<file path="src/ure_pkg.sv">
// Constants, types and register map of the receive error and wake block
package ure_pkg;
   // ----------------------------------------
   // Register indices (byte per index)
   // ----------------------------------------
   localparam logic [2:0] ADR_STATUS = 3'h0;
   localparam logic [2:0] ADR_CTRL1  = 3'h1;
   localparam logic [2:0] ADR_CTRL2  = 3'h2;
   localparam logic [2:0] ADR_RXBUF  = 3'h3;
   localparam logic [2:0] ADR_BAUD   = 3'h4;
   localparam logic [2:0] ADR_INTC   = 3'h5;
   // ----------------------------------------
   // Field positions
   // ----------------------------------------
   localparam int C1_ON   = 7;
   localparam int C1_NINE = 6;
   localparam int C1_PEN  = 5;
   localparam int C1_ODD  = 4;
   localparam int C1_TWO  = 3;
   localparam int C2_TEIE = 7;
   localparam int C2_TIIE = 6;
   localparam int C2_RIE  = 5;
   localparam int C2_ADEN = 4;
   localparam int C2_WAKE = 3;
   localparam int C2_RXON = 2;
   localparam int IC_GATE = 1;
   localparam int IC_GIE  = 0;
   // ----------------------------------------
   // Reset values and timing
   // ----------------------------------------
   localparam logic [7:0]  CTRL_RST   = 8'h00;
   localparam logic [7:0]  BAUD_RST   = 8'h00;
   localparam logic [7:0]  C1_WMASK   = 8'hf8;
   localparam logic [7:0]  C2_WMASK   = 8'hfc;
   localparam logic [7:0]  IC_WMASK   = 8'h03;
   localparam logic [10:0] RESUME_CYC = 11'h400;
   localparam logic [3:0]  SUB_LAST   = 4'hf;
   localparam logic [3:0]  SMP_FIRST  = 4'h7;
   localparam logic [3:0]  SMP_LAST   = 4'h9;
   // Receiver states, Gray along the frame
   typedef enum logic [2:0] {
      RX_IDLE  = 3'h0,
      RX_START = 3'h1,
      RX_DATA  = 3'h3,
      RX_PAR   = 3'h2,
      RX_STOP1 = 3'h6,
      RX_STOP2 = 3'h7
   } ure_rx_e;
   // One buffered word with its own error marks
   typedef struct packed {
      logic [8:0] data;
      logic       frame_error_flag;
      logic       parity_error_flag;
      logic       nf;
   } ure_word_s;
endpackage : ure_pkg

</file>
<file path="src/ure_rx.sv">
// Receive error flags, two-word buffer, interrupt merge and wake logic
//
// The register offsets and strobed register access were decided locally.
`timescale 1ns/100ps
module ure_rx (
   input  wire logic       core_clk,   // System clock
   input  wire logic       reset,      // Async reset, high
   input  wire logic [2:0] reg_addr,   // Register index
   input  wire logic [7:0] reg_wdata,  // Write data
   input  wire logic       reg_wr,     // Write strobe
   input  wire logic       reg_rd,     // Read strobe
   output logic      [7:0] reg_rdata,  // Read data, next cycle
   input  wire logic       rx_pin,     // Serial input pin
   input  wire logic       tx_line,    // Transmitter output
   input  wire logic       tx_empty,   // Transmit register empty
   input  wire logic       tx_idle,    // Transmitter idle
   input  wire logic       pwr_down,   // Core in power-down
   output logic            tx_pin,     // Serial output pin
   output logic            wake_req,   // Wake pulse to core
   output logic            resume_busy,// Resume delay running
   output logic            glob_ie,    // Global enable to core
   output logic            uart_irq    // Combined interrupt
);
   // ----------------------------------------
   // Decode helper
   // ----------------------------------------
   function automatic logic hit(input logic s, input logic [2:0] a,
                                input logic [2:0] o);
      hit = s & (a == o);
   endfunction : hit
   logic [7:0] ctrl1_r, ctrl2_r, baud_r, intc_r;
   logic       rx_s1_r, rx_s2_r, rx_d_r;
   logic [10:0] resume_cnt_r;
   logic       wake_pend_r, armed_r, overrun_flag_r;
   ure_pkg::ure_rx_e st_r;
   logic [3:0] sub_r, bit_r;
   logic [7:0] pre_r;
   logic [2:0] smp_r;
   logic [8:0] shf_r;
   logic       nz_r, fe_r, par_r, parity_error_flag_r;
   ure_pkg::ure_word_s mem_r [0:1];
   logic       wp_r, rp_r;
   logic [1:0] cnt_r;

   // Control fields
   logic uart_on, nine, pen, odd, two, receive_int_enable, aden, rxon, gate;
   assign uart_on = ctrl1_r[ure_pkg::C1_ON];
   assign nine    = ctrl1_r[ure_pkg::C1_NINE];
   assign pen     = ctrl1_r[ure_pkg::C1_PEN];
   assign odd     = ctrl1_r[ure_pkg::C1_ODD];
   assign two     = ctrl1_r[ure_pkg::C1_TWO];
   assign receive_int_enable     = ctrl2_r[ure_pkg::C2_RIE];
   assign aden    = ctrl2_r[ure_pkg::C2_ADEN];
   assign rxon    = ctrl2_r[ure_pkg::C2_RXON];
   assign gate    = intc_r[ure_pkg::IC_GATE];
   assign glob_ie = intc_r[ure_pkg::IC_GIE];

   // Bus strobes
   logic rd_stat, rd_buf, pop;
   assign rd_stat = hit(reg_rd, reg_addr, ure_pkg::ADR_STATUS);
   assign rd_buf  = hit(reg_rd, reg_addr, ure_pkg::ADR_RXBUF);
   assign pop     = rd_buf & armed_r & (cnt_r != 2'h0);
   // ----------------------------------------
   // RX pin synchroniser and edge
   // ----------------------------------------
   // Third stage feeds the edge detector so the first stays clean
   always_ff @(posedge core_clk or posedge reset) begin
      if (reset) begin
         rx_s1_r <= 1'b1;
         rx_s2_r <= 1'b1;
         rx_d_r  <= 1'b1;
      end else begin
         rx_s1_r <= rx_pin;
         rx_s2_r <= rx_s1_r;
         rx_d_r  <= rx_s2_r;
      end
   end
   logic rx_fall;
   assign rx_fall = rx_d_r & ~rx_s2_r;
   // ----------------------------------------
   // Software registers
   // ----------------------------------------
   // Status and buffer have no write path, writes there are dropped
   // Kept through power-down
   always_ff @(posedge core_clk or posedge reset) begin
      if (reset) begin
         ctrl1_r <= ure_pkg::CTRL_RST;
         ctrl2_r <= ure_pkg::CTRL_RST;
         intc_r  <= ure_pkg::CTRL_RST;
         baud_r  <= ure_pkg::BAUD_RST;
      end else begin
         if (hit(reg_wr, reg_addr, ure_pkg::ADR_CTRL1))
            ctrl1_r <= reg_wdata & ure_pkg::C1_WMASK;
         if (hit(reg_wr, reg_addr, ure_pkg::ADR_CTRL2))
            ctrl2_r <= reg_wdata & ure_pkg::C2_WMASK;
         if (hit(reg_wr, reg_addr, ure_pkg::ADR_INTC))
            intc_r <= reg_wdata & ure_pkg::IC_WMASK;
         if (hit(reg_wr, reg_addr, ure_pkg::ADR_BAUD))
            baud_r <= reg_wdata;
      end
   end
   // ----------------------------------------
   // Wake and resume delay
   // ----------------------------------------
   logic wake_arm, wake_fire;
   assign wake_arm  = pwr_down & ctrl2_r[ure_pkg::C2_WAKE] & uart_on
                      & rxon & receive_int_enable;
   assign wake_fire = wake_arm & rx_fall & ~resume_busy;
   assign resume_busy = (resume_cnt_r != 11'h000);

   always_ff @(posedge core_clk or posedge reset) begin
      if (reset) begin
         resume_cnt_r <= 11'h000;
         wake_req     <= 1'b0;
      end else begin
         wake_req <= wake_fire;
         if (wake_fire)
            resume_cnt_r <= ure_pkg::RESUME_CYC;
         else if (resume_busy)
            resume_cnt_r <= resume_cnt_r - 11'h001;
      end
   end

   // Flagless wake source
   // Cleared by a status read, since the source has no flag of its own
   always_ff @(posedge core_clk or posedge reset) begin
      if (reset)
         wake_pend_r <= 1'b0;
      else if ((resume_cnt_r == 11'h001) & glob_ie & gate)
         wake_pend_r <= 1'b1;
      else if (rd_stat)
         wake_pend_r <= 1'b0;
   end
   // ----------------------------------------
   // Receive frame sequencer
   // ----------------------------------------
   logic rx_run, os_tick, last, vote, noisy, done;
   // Abort on power-down, also during resume
   assign rx_run  = uart_on & rxon & ~pwr_down & ~resume_busy;
   assign os_tick = (pre_r == baud_r);
   assign last    = os_tick & (sub_r == ure_pkg::SUB_LAST);
   assign vote  = (smp_r[0] & smp_r[1]) | (smp_r[1] & smp_r[2])
                  | (smp_r[0] & smp_r[2]);
   assign noisy = ~(&smp_r) & (|smp_r);
   assign done  = rx_run & last
                  & (((st_r == ure_pkg::RX_STOP1) & ~two)
                     | (st_r == ure_pkg::RX_STOP2));

   // Prescaler gives sixteen ticks per bit
   always_ff @(posedge core_clk or posedge reset) begin
      if (reset) begin
         pre_r <= 8'h00;
         sub_r <= 4'h0;
         smp_r <= 3'h7;
      end else if (~rx_run | (st_r == ure_pkg::RX_IDLE)) begin
         pre_r <= 8'h00;
         sub_r <= 4'h0;
      end else if (os_tick) begin
         pre_r <= 8'h00;
         sub_r <= sub_r + 4'h1;
         if (sub_r >= ure_pkg::SMP_FIRST && sub_r <= ure_pkg::SMP_LAST)
            smp_r <= {smp_r[1:0], rx_s2_r};
      end else begin
         pre_r <= pre_r + 8'h01;
      end
   end

   // State, bit index and data shift
   always_ff @(posedge core_clk or posedge reset) begin
      if (reset) begin
         st_r  <= ure_pkg::RX_IDLE;
         bit_r <= 4'h0;
         shf_r <= 9'h000;
      end else if (~rx_run) begin
         st_r <= ure_pkg::RX_IDLE;
      end else if (st_r == ure_pkg::RX_IDLE) begin
         if (rx_fall) begin
            st_r  <= ure_pkg::RX_START;
            shf_r <= 9'h000;
         end
      end else if (last) begin
         unique case (st_r)
            ure_pkg::RX_START: begin
               bit_r <= 4'h0;
               st_r  <= vote ? ure_pkg::RX_IDLE : ure_pkg::RX_DATA;
            end
            ure_pkg::RX_DATA: begin
               shf_r[bit_r] <= vote;
               bit_r <= bit_r + 4'h1;
               if (bit_r == (nine ? 4'h8 : 4'h7))
                  st_r <= pen ? ure_pkg::RX_PAR : ure_pkg::RX_STOP1;
            end
            ure_pkg::RX_PAR:   st_r <= ure_pkg::RX_STOP1;
            ure_pkg::RX_STOP1: st_r <= two ? ure_pkg::RX_STOP2 : ure_pkg::RX_IDLE;
            ure_pkg::RX_STOP2: st_r <= ure_pkg::RX_IDLE;
            default:           st_r <= ure_pkg::RX_IDLE;
         endcase
      end
   end

   // Per-frame error collection
   always_ff @(posedge core_clk or posedge reset) begin
      if (reset) begin
         nz_r   <= 1'b0;
         fe_r   <= 1'b0;
         par_r  <= 1'b0;
         parity_error_flag_r <= 1'b0;
      end else if (st_r == ure_pkg::RX_IDLE) begin
         nz_r   <= 1'b0;
         fe_r   <= 1'b0;
         par_r  <= 1'b0;
         parity_error_flag_r <= 1'b0;
      end else if (last) begin
         nz_r <= nz_r | noisy;
         if (st_r == ure_pkg::RX_DATA)
            par_r <= par_r ^ vote;
         if (st_r == ure_pkg::RX_PAR)
            parity_error_flag_r <= pen & ((par_r ^ vote) != odd);
         if (st_r == ure_pkg::RX_STOP1 && !vote)
            fe_r <= 1'b1;
      end
   end
   // ----------------------------------------
   // Two-word receive buffer
   // ----------------------------------------
   ure_pkg::ure_word_s in_w, head;
   logic push, ovr, rx_available_flag, top;
   // Word carries its frame and parity marks
   assign in_w = {shf_r, fe_r | ~vote, parity_error_flag_r, nz_r | noisy};
   // Full buffer drops the new word unless a pop in the same cycle makes room
   assign push = done & ((cnt_r != 2'h2) | pop);
   assign ovr  = done & (cnt_r == 2'h2) & ~pop;
   assign rx_available_flag = (cnt_r != 2'h0);
   assign head = rx_available_flag ? mem_r[rp_r] : '0;
   assign top  = nine ? head.data[8] : head.data[7];

   always_ff @(posedge core_clk or posedge reset) begin
      if (reset) begin
         mem_r[0] <= '0;
         mem_r[1] <= '0;
         wp_r     <= 1'b0;
         rp_r     <= 1'b0;
         cnt_r    <= 2'h0;
      end else begin
         if (push) begin
            mem_r[wp_r] <= in_w;
            wp_r        <= ~wp_r;
         end
         // Pop drops noise mark with its word
         if (pop)
            rp_r <= ~rp_r;
         cnt_r <= cnt_r + {1'b0, push} - {1'b0, pop};
      end
   end

   // Overrun flag, set wins over clear
   always_ff @(posedge core_clk or posedge reset) begin
      if (reset)
         overrun_flag_r <= 1'b0;
      else if (ovr)
         overrun_flag_r <= 1'b1;
      else if (pop)
         overrun_flag_r <= 1'b0;
   end

   // Status read arms the clearing buffer read
   always_ff @(posedge core_clk or posedge reset) begin
      if (reset)
         armed_r <= 1'b0;
      else if (rd_stat)
         armed_r <= 1'b1;
      else if (rd_buf)
         armed_r <= 1'b0;
   end
   // ----------------------------------------
   // Read data
   // ----------------------------------------
   logic [7:0] stat;
   // Status is a view of hardware state only
   assign stat = {head.parity_error_flag, head.nf, overrun_flag_r, head.frame_error_flag,
                  st_r == ure_pkg::RX_IDLE, rx_available_flag, tx_idle, tx_empty};
   always_ff @(posedge core_clk or posedge reset) begin
      if (reset)
         reg_rdata <= 8'h00;
      else if (!reg_rd)
         reg_rdata <= 8'h00;
      else
         unique case (reg_addr)
            ure_pkg::ADR_STATUS: reg_rdata <= stat;
            ure_pkg::ADR_CTRL1:  reg_rdata <= {ctrl1_r[7:3], head.data[8], 2'h0};
            ure_pkg::ADR_CTRL2:  reg_rdata <= ctrl2_r;
            ure_pkg::ADR_RXBUF:  reg_rdata <= head.data[7:0];
            ure_pkg::ADR_BAUD:   reg_rdata <= baud_r;
            ure_pkg::ADR_INTC:   reg_rdata <= intc_r;
            default:             reg_rdata <= 8'h00;
         endcase
   end
   // ----------------------------------------
   // Interrupt merge and TX pin
   // ----------------------------------------
   logic src_avail, src_addr, src_any;
   assign src_avail = rx_available_flag & (~aden | top);
   assign src_addr  = rx_available_flag & aden & top;
   assign src_any = (tx_empty & ctrl2_r[ure_pkg::C2_TEIE])
                  | (tx_idle & ctrl2_r[ure_pkg::C2_TIIE])
                  | (receive_int_enable & (src_avail | overrun_flag_r))
                  | src_addr | wake_pend_r;

   always_ff @(posedge core_clk or posedge reset) begin
      if (reset)
         uart_irq <= 1'b0;
      else
         uart_irq <= gate & src_any;
   end

   always_ff @(posedge core_clk or posedge reset) begin
      if (reset)
         tx_pin <= 1'b1;
      else
         tx_pin <= pwr_down | tx_line;
   end
   // ----------------------------------------
   // Checks
   // ----------------------------------------
   nf_with_data_a: assert property (@(posedge core_clk) disable iff (reset)
      (push & (nz_r | noisy)) |=> (rx_available_flag & mem_r[$past(wp_r)].nf))
      else $error("noise flag missing with data");
   nf_clear_seq_a: assert property (@(posedge core_clk) disable iff (reset)
      $fell(stat[6]) |-> $past(pop))
      else $error("noise flag cleared without sequence");
   frame_err_a: assert property (@(posedge core_clk) disable iff (reset)
      (push & ~vote) |=> mem_r[$past(wp_r)].frame_error_flag)
      else $error("low stop bit missed");
   resume_len_a: assert property (@(posedge core_clk) disable iff (reset)
      wake_fire |=> (resume_cnt_r == 11'h400) ##1 resume_busy)
      else $error("resume delay wrong");
   resume_drop_a: assert property (@(posedge core_clk) disable iff (reset)
      resume_busy |-> !push)
      else $error("word taken during resume");
   status_ro_a: assert property (@(posedge core_clk) disable iff (reset)
      (hit(reg_wr, reg_addr, ure_pkg::ADR_STATUS) & ~pop & ~ovr)
      |=> (overrun_flag_r == $past(overrun_flag_r)))
      else $error("status changed by write");
   gate_block_a: assert property (@(posedge core_clk) disable iff (reset)
      !gate |=> !uart_irq)
      else $error("interrupt passed closed gate");
   avail_irq_a: assert property (@(posedge core_clk) disable iff (reset)
      (rx_available_flag & ~aden & receive_int_enable & gate) |=> uart_irq)
      else $error("data interrupt missing");
   tx_high_a: assert property (@(posedge core_clk) disable iff (reset)
      pwr_down |=> tx_pin)
      else $error("tx not high in power-down");
   wake_irq_a: assert property (@(posedge core_clk) disable iff (reset)
      $rose(wake_pend_r) |-> $past(resume_cnt_r == 11'h001 & glob_ie & gate))
      else $error("wake interrupt without enables");
endmodule : ure_rx

</file>
<file path="config.mk">
export PLATFORM = sky130hd
export DESIGN_NAME = ure_rx
export DESIGN_NICKNAME = d
export VERILOG_FILES = /design/src/ure_pkg.sv /design/src/ure_rx.sv
export SDC_FILE = /design/constraint.sdc
export NUM_CORES = 1
export LEC_CHECK = 0
export BUFFER_PORTS_ARGS = -buffer_cell sky130_fd_sc_hd__clkbuf_2
export CAP_MARGIN = 10
export CORE_MARGIN = 1
export CORE_UTILIZATION = 55
export DETAILED_ROUTE_END_ITERATION = 6
export PLACE_DENSITY = 0.86
export SYNTH_ARGS = -nofsm -noshare
export SYNTH_HDL_FRONTEND = slang
export SYNTH_SLANG_ARGS = --single-unit
</file>
<file path="constraint.sdc">
create_clock -name core_clk -period 3.34 [get_ports core_clk]
set_input_delay 0.501 -clock core_clk [delete_from_list [all_inputs] [get_ports core_clk]]
set_output_delay 0.501 -clock core_clk [all_outputs]
set_load 0.02 [all_outputs]
</file>
==> results.json <==
{
  "status": "completed",
  "cts_root_buf": "clkbuf_8",
  "yosys-top-cells-area": "dfrtp_1 47%, mux2_2 8.4%, dfstp_2 3.3%",
  "dp_hpwl_mm": 8.719,
  "io_pins": 33,
  "grt_max_degree": 55,
  "max_freq_ghz": 0.3209,
  "coreArea_um2": 9864,
  "die-area_um2": 10670,
  "slowest_delay_ns": 0.61,
  "synth_fp_nets": 550,
  "synth-main-ff-cell": "dfrtp_1",
  "synth_warnings": 0,
  "synth_seq_cells": 112,
  "synth_cells": 517,
  "synth_edf_count": 0,
  "avgRoutedWirePerCell_um": 17.39,
  "grt_first_pass_wirelength_mm": 19.03,
  "synth_area_um2": 5645,
  "worstMarginPinSlew_ns": 0.7129,
  "hp-class": "in2async",
  "ys_seq_area_share_pct": 49.80,
  "numClockSinks": 112,
  "power_density_nw_per_um2": 482.0,
  "drc": 0,
  "slew_viol_final": 0,
  "die_w_um": 103.3,
  "path_class": "reg2reg",
  "cp_max_fo": 12,
  "die_y_um": 103.3,
  "synth_top_area_share_pct": 46.54,
  "leakage_nw": 2.680,
  "initial_utilization_pct": 57.23,
  "start_kind": "register",
  "slew_headroom_pct": 52.47,
  "stdcell_count": 684,
  "dp.cells": 667,
  "synthArstFlopShare_pct": 100.0,
  "drive_gt1_share_pct": 23.23,
  "diodes": 0,
  "vias_per_cell": 6.015,
  "min_period_ns": 3.116,
  "crit_path_top_delay_cell": "or4_4",
  "setup_ws_ns": 0.2235,
  "antenna_found_initial": 0,
  "grt_overflow": 0,
  "cts_setup_buffers": 0,
  "total_power_w": 0.002984,
  "grtUsageTotal_pct": 23.78,
  "irDropWorstVdd_mv": 0.2570,
  "insertion_delay_ns": 0.39,
  "cts_buffers": 9,
  "fin_area_um2": 6191,
  "tns_ns": 0,
  "final_hold_viol_count": 0,
  "seq_area_um2": 2811,
  "rows": 36,
  "worstSetupEndpointType": "register",
  "cts_tree": "done",
  "h-tree-depth": 3,
  "clkTransAtPathRegs_ns": 0.10,
  "cts_hold_buf": 0,
  "yosysTopAreaCell": "dfrtp_1",
  "ctsResizeCount": 0,
  "timing.final.crit_share_pct": 93.31,
  "io_buffers": 32,
  "dpl-instance-area_um2": 5956,
  "place_congestion": 0.8376,
  "avgSynthCellArea_um2": 10.92,
  "rsz0062_at_grt": "no",
  "syn2layout_area_growth_pct": 9.663,
  "clock_skew_ns": 0.01564,
  "detail-route-antenna-nets": 0,
  "multi_input_area_um2": 2674,
  "worstPathCellList": "inv_1 > ha_1 > or4b_4 > or4_4 > nor2_2 > and4b_1 > mux2_2",
  "fillers": 721,
  "ys_types": 58,
  "maxCapViolations": 0,
  "setup_violations": 0,
  "vias": 4114,
  "drtIter0Drc": 293,
  "grt_pass1_vias": 3902,
  "clk_path_buf_depth": 2,
  "crit_required_ns": 3.61,
  "arrival_ns": 3.39,
  "dp_slack_ns": 0.2447,
  "wirelength_mm": 11.89,
  "first_pass_iters": 5,
  "finish.net_count": 579
}
flip-flops by register name, indices dropped and copies added, names as in the netlist, 2 cells and up:
name	cells
cnt_r	2
baud_r	8
sub_r	4
mem_r	24
st_r	3
resume_cnt_r	11
intc_r	2
smp_r	3
ctrl2_r	6
ctrl1_r	5
pre_r	8
reg_rdata	8
bit_r	4
shf_r	9
area by class of cell:
type                       count  share of cell area, %
clock buffer                  11                  2.445
inverter                      16                  1.031
multi-input combinational    365                  43.19
tap                          133                  2.688
timing repair buffer          42                  4.204
sequential                   112                  45.41
clock inverter                 5                  1.031
cells by family (layout without fill, tap and decap cells):
family / Yosys count / after routing / share of synthesized area (%)
and+or+nand+nor: 171 / 171 / 16.00
AOI/OAI and AO/OA: 85 / 85 / 10.17
DFF: 112 / 112 / 49.80
xor gates and xnor gates: 30 / 30 / 4.654
adders and majority gates: 14 / 14 / 3.059
buffers and inverters: 40 / 74 / 2.837
muxes: 65 / 65 / 13.48
critical path, delay by kind of cell (launching register included):
family | cells | cell delay [ns]
mux | 1 | 0.40
simple gates | 4 | 1.85
fa+ha+maj | 1 | 0.18
flops | 1 | 0.45
buf+inv | 1 | 0.11
synth_stat cells (all sizes together) (10+ instances only):
master and n:
dfrtp 105, a21o 10, mux2 51, o31ai 12
mux2i 13, xor2 11, nand3 24, inv 16
a21oi 12, clkbuf 19, nor2 42, xnor2 19
nand2 30, o21ai 14, ha 13
metrics by stage:
step / hold WS [ns] / utilization, %
global route: 0.1454 / 62.76
finish: 0.1172 / 62.76
detailed placement: 0.3469 / 60.38
CTS: 0.1665 / 62.56
global placement: 0.3464 / 60.38
floorplan: 0.3452 / -
routing by layer:
metal / GRT usage [%] / part of all wire [%]
met4: 9.101 / 1.7
met3: 4.167 / 5.2
met1: 30.68 / 43
met5: 0 / 0
met2: 40.26 / 50
cell usage in the layout (no fill, tap or decap), drive strengths merged, types with 11 or more instances in the layout:
cell type  instances
a21oi             12
clkbuf            43
dfrtp            105
ha                13
inv               16
mux2              51
mux2i             13
nand2             30
nand3             24
nor2              42
o21ai             14
o31ai             12
xnor2             19
xor2              11
report_power, final:
group	total, W	switching, W	internal, W
Clock	0.000860	0.000467	0.000393
Sequential	0.00167	0.000168	0.00150
Combinational	0.000458	0.000234	0.000224
final timing paths:
path / start / endpoint / slack, ns / cells past startpoint
worst max-delay path: resume_cnt_r[0]$_DFFE_PP0P_ / mem_r[3]$_DFFE_PP0P_ / 0.22 / 7
worst min-delay path: reset / mem_r[17]$_DFFE_PP0P_ / 0.12 / 2
worst max register to register: resume_cnt_r[0]$_DFFE_PP0P_ / mem_r[3]$_DFFE_PP0P_ / 0.22 / 7
worst min register to register: rx_s1_r$_DFF_PP1_ / rx_s2_r$_DFF_PP1_ / 0.36 / 0
max in group asynchronous: reset / tx_pin$_DFF_PP1_ / 2.60 / 3
min in group core_clk: rx_pin / rx_s1_r$_DFF_PP1_ / 0.17 / 1
Note: power is estimated with default switching activity, not from simulation.
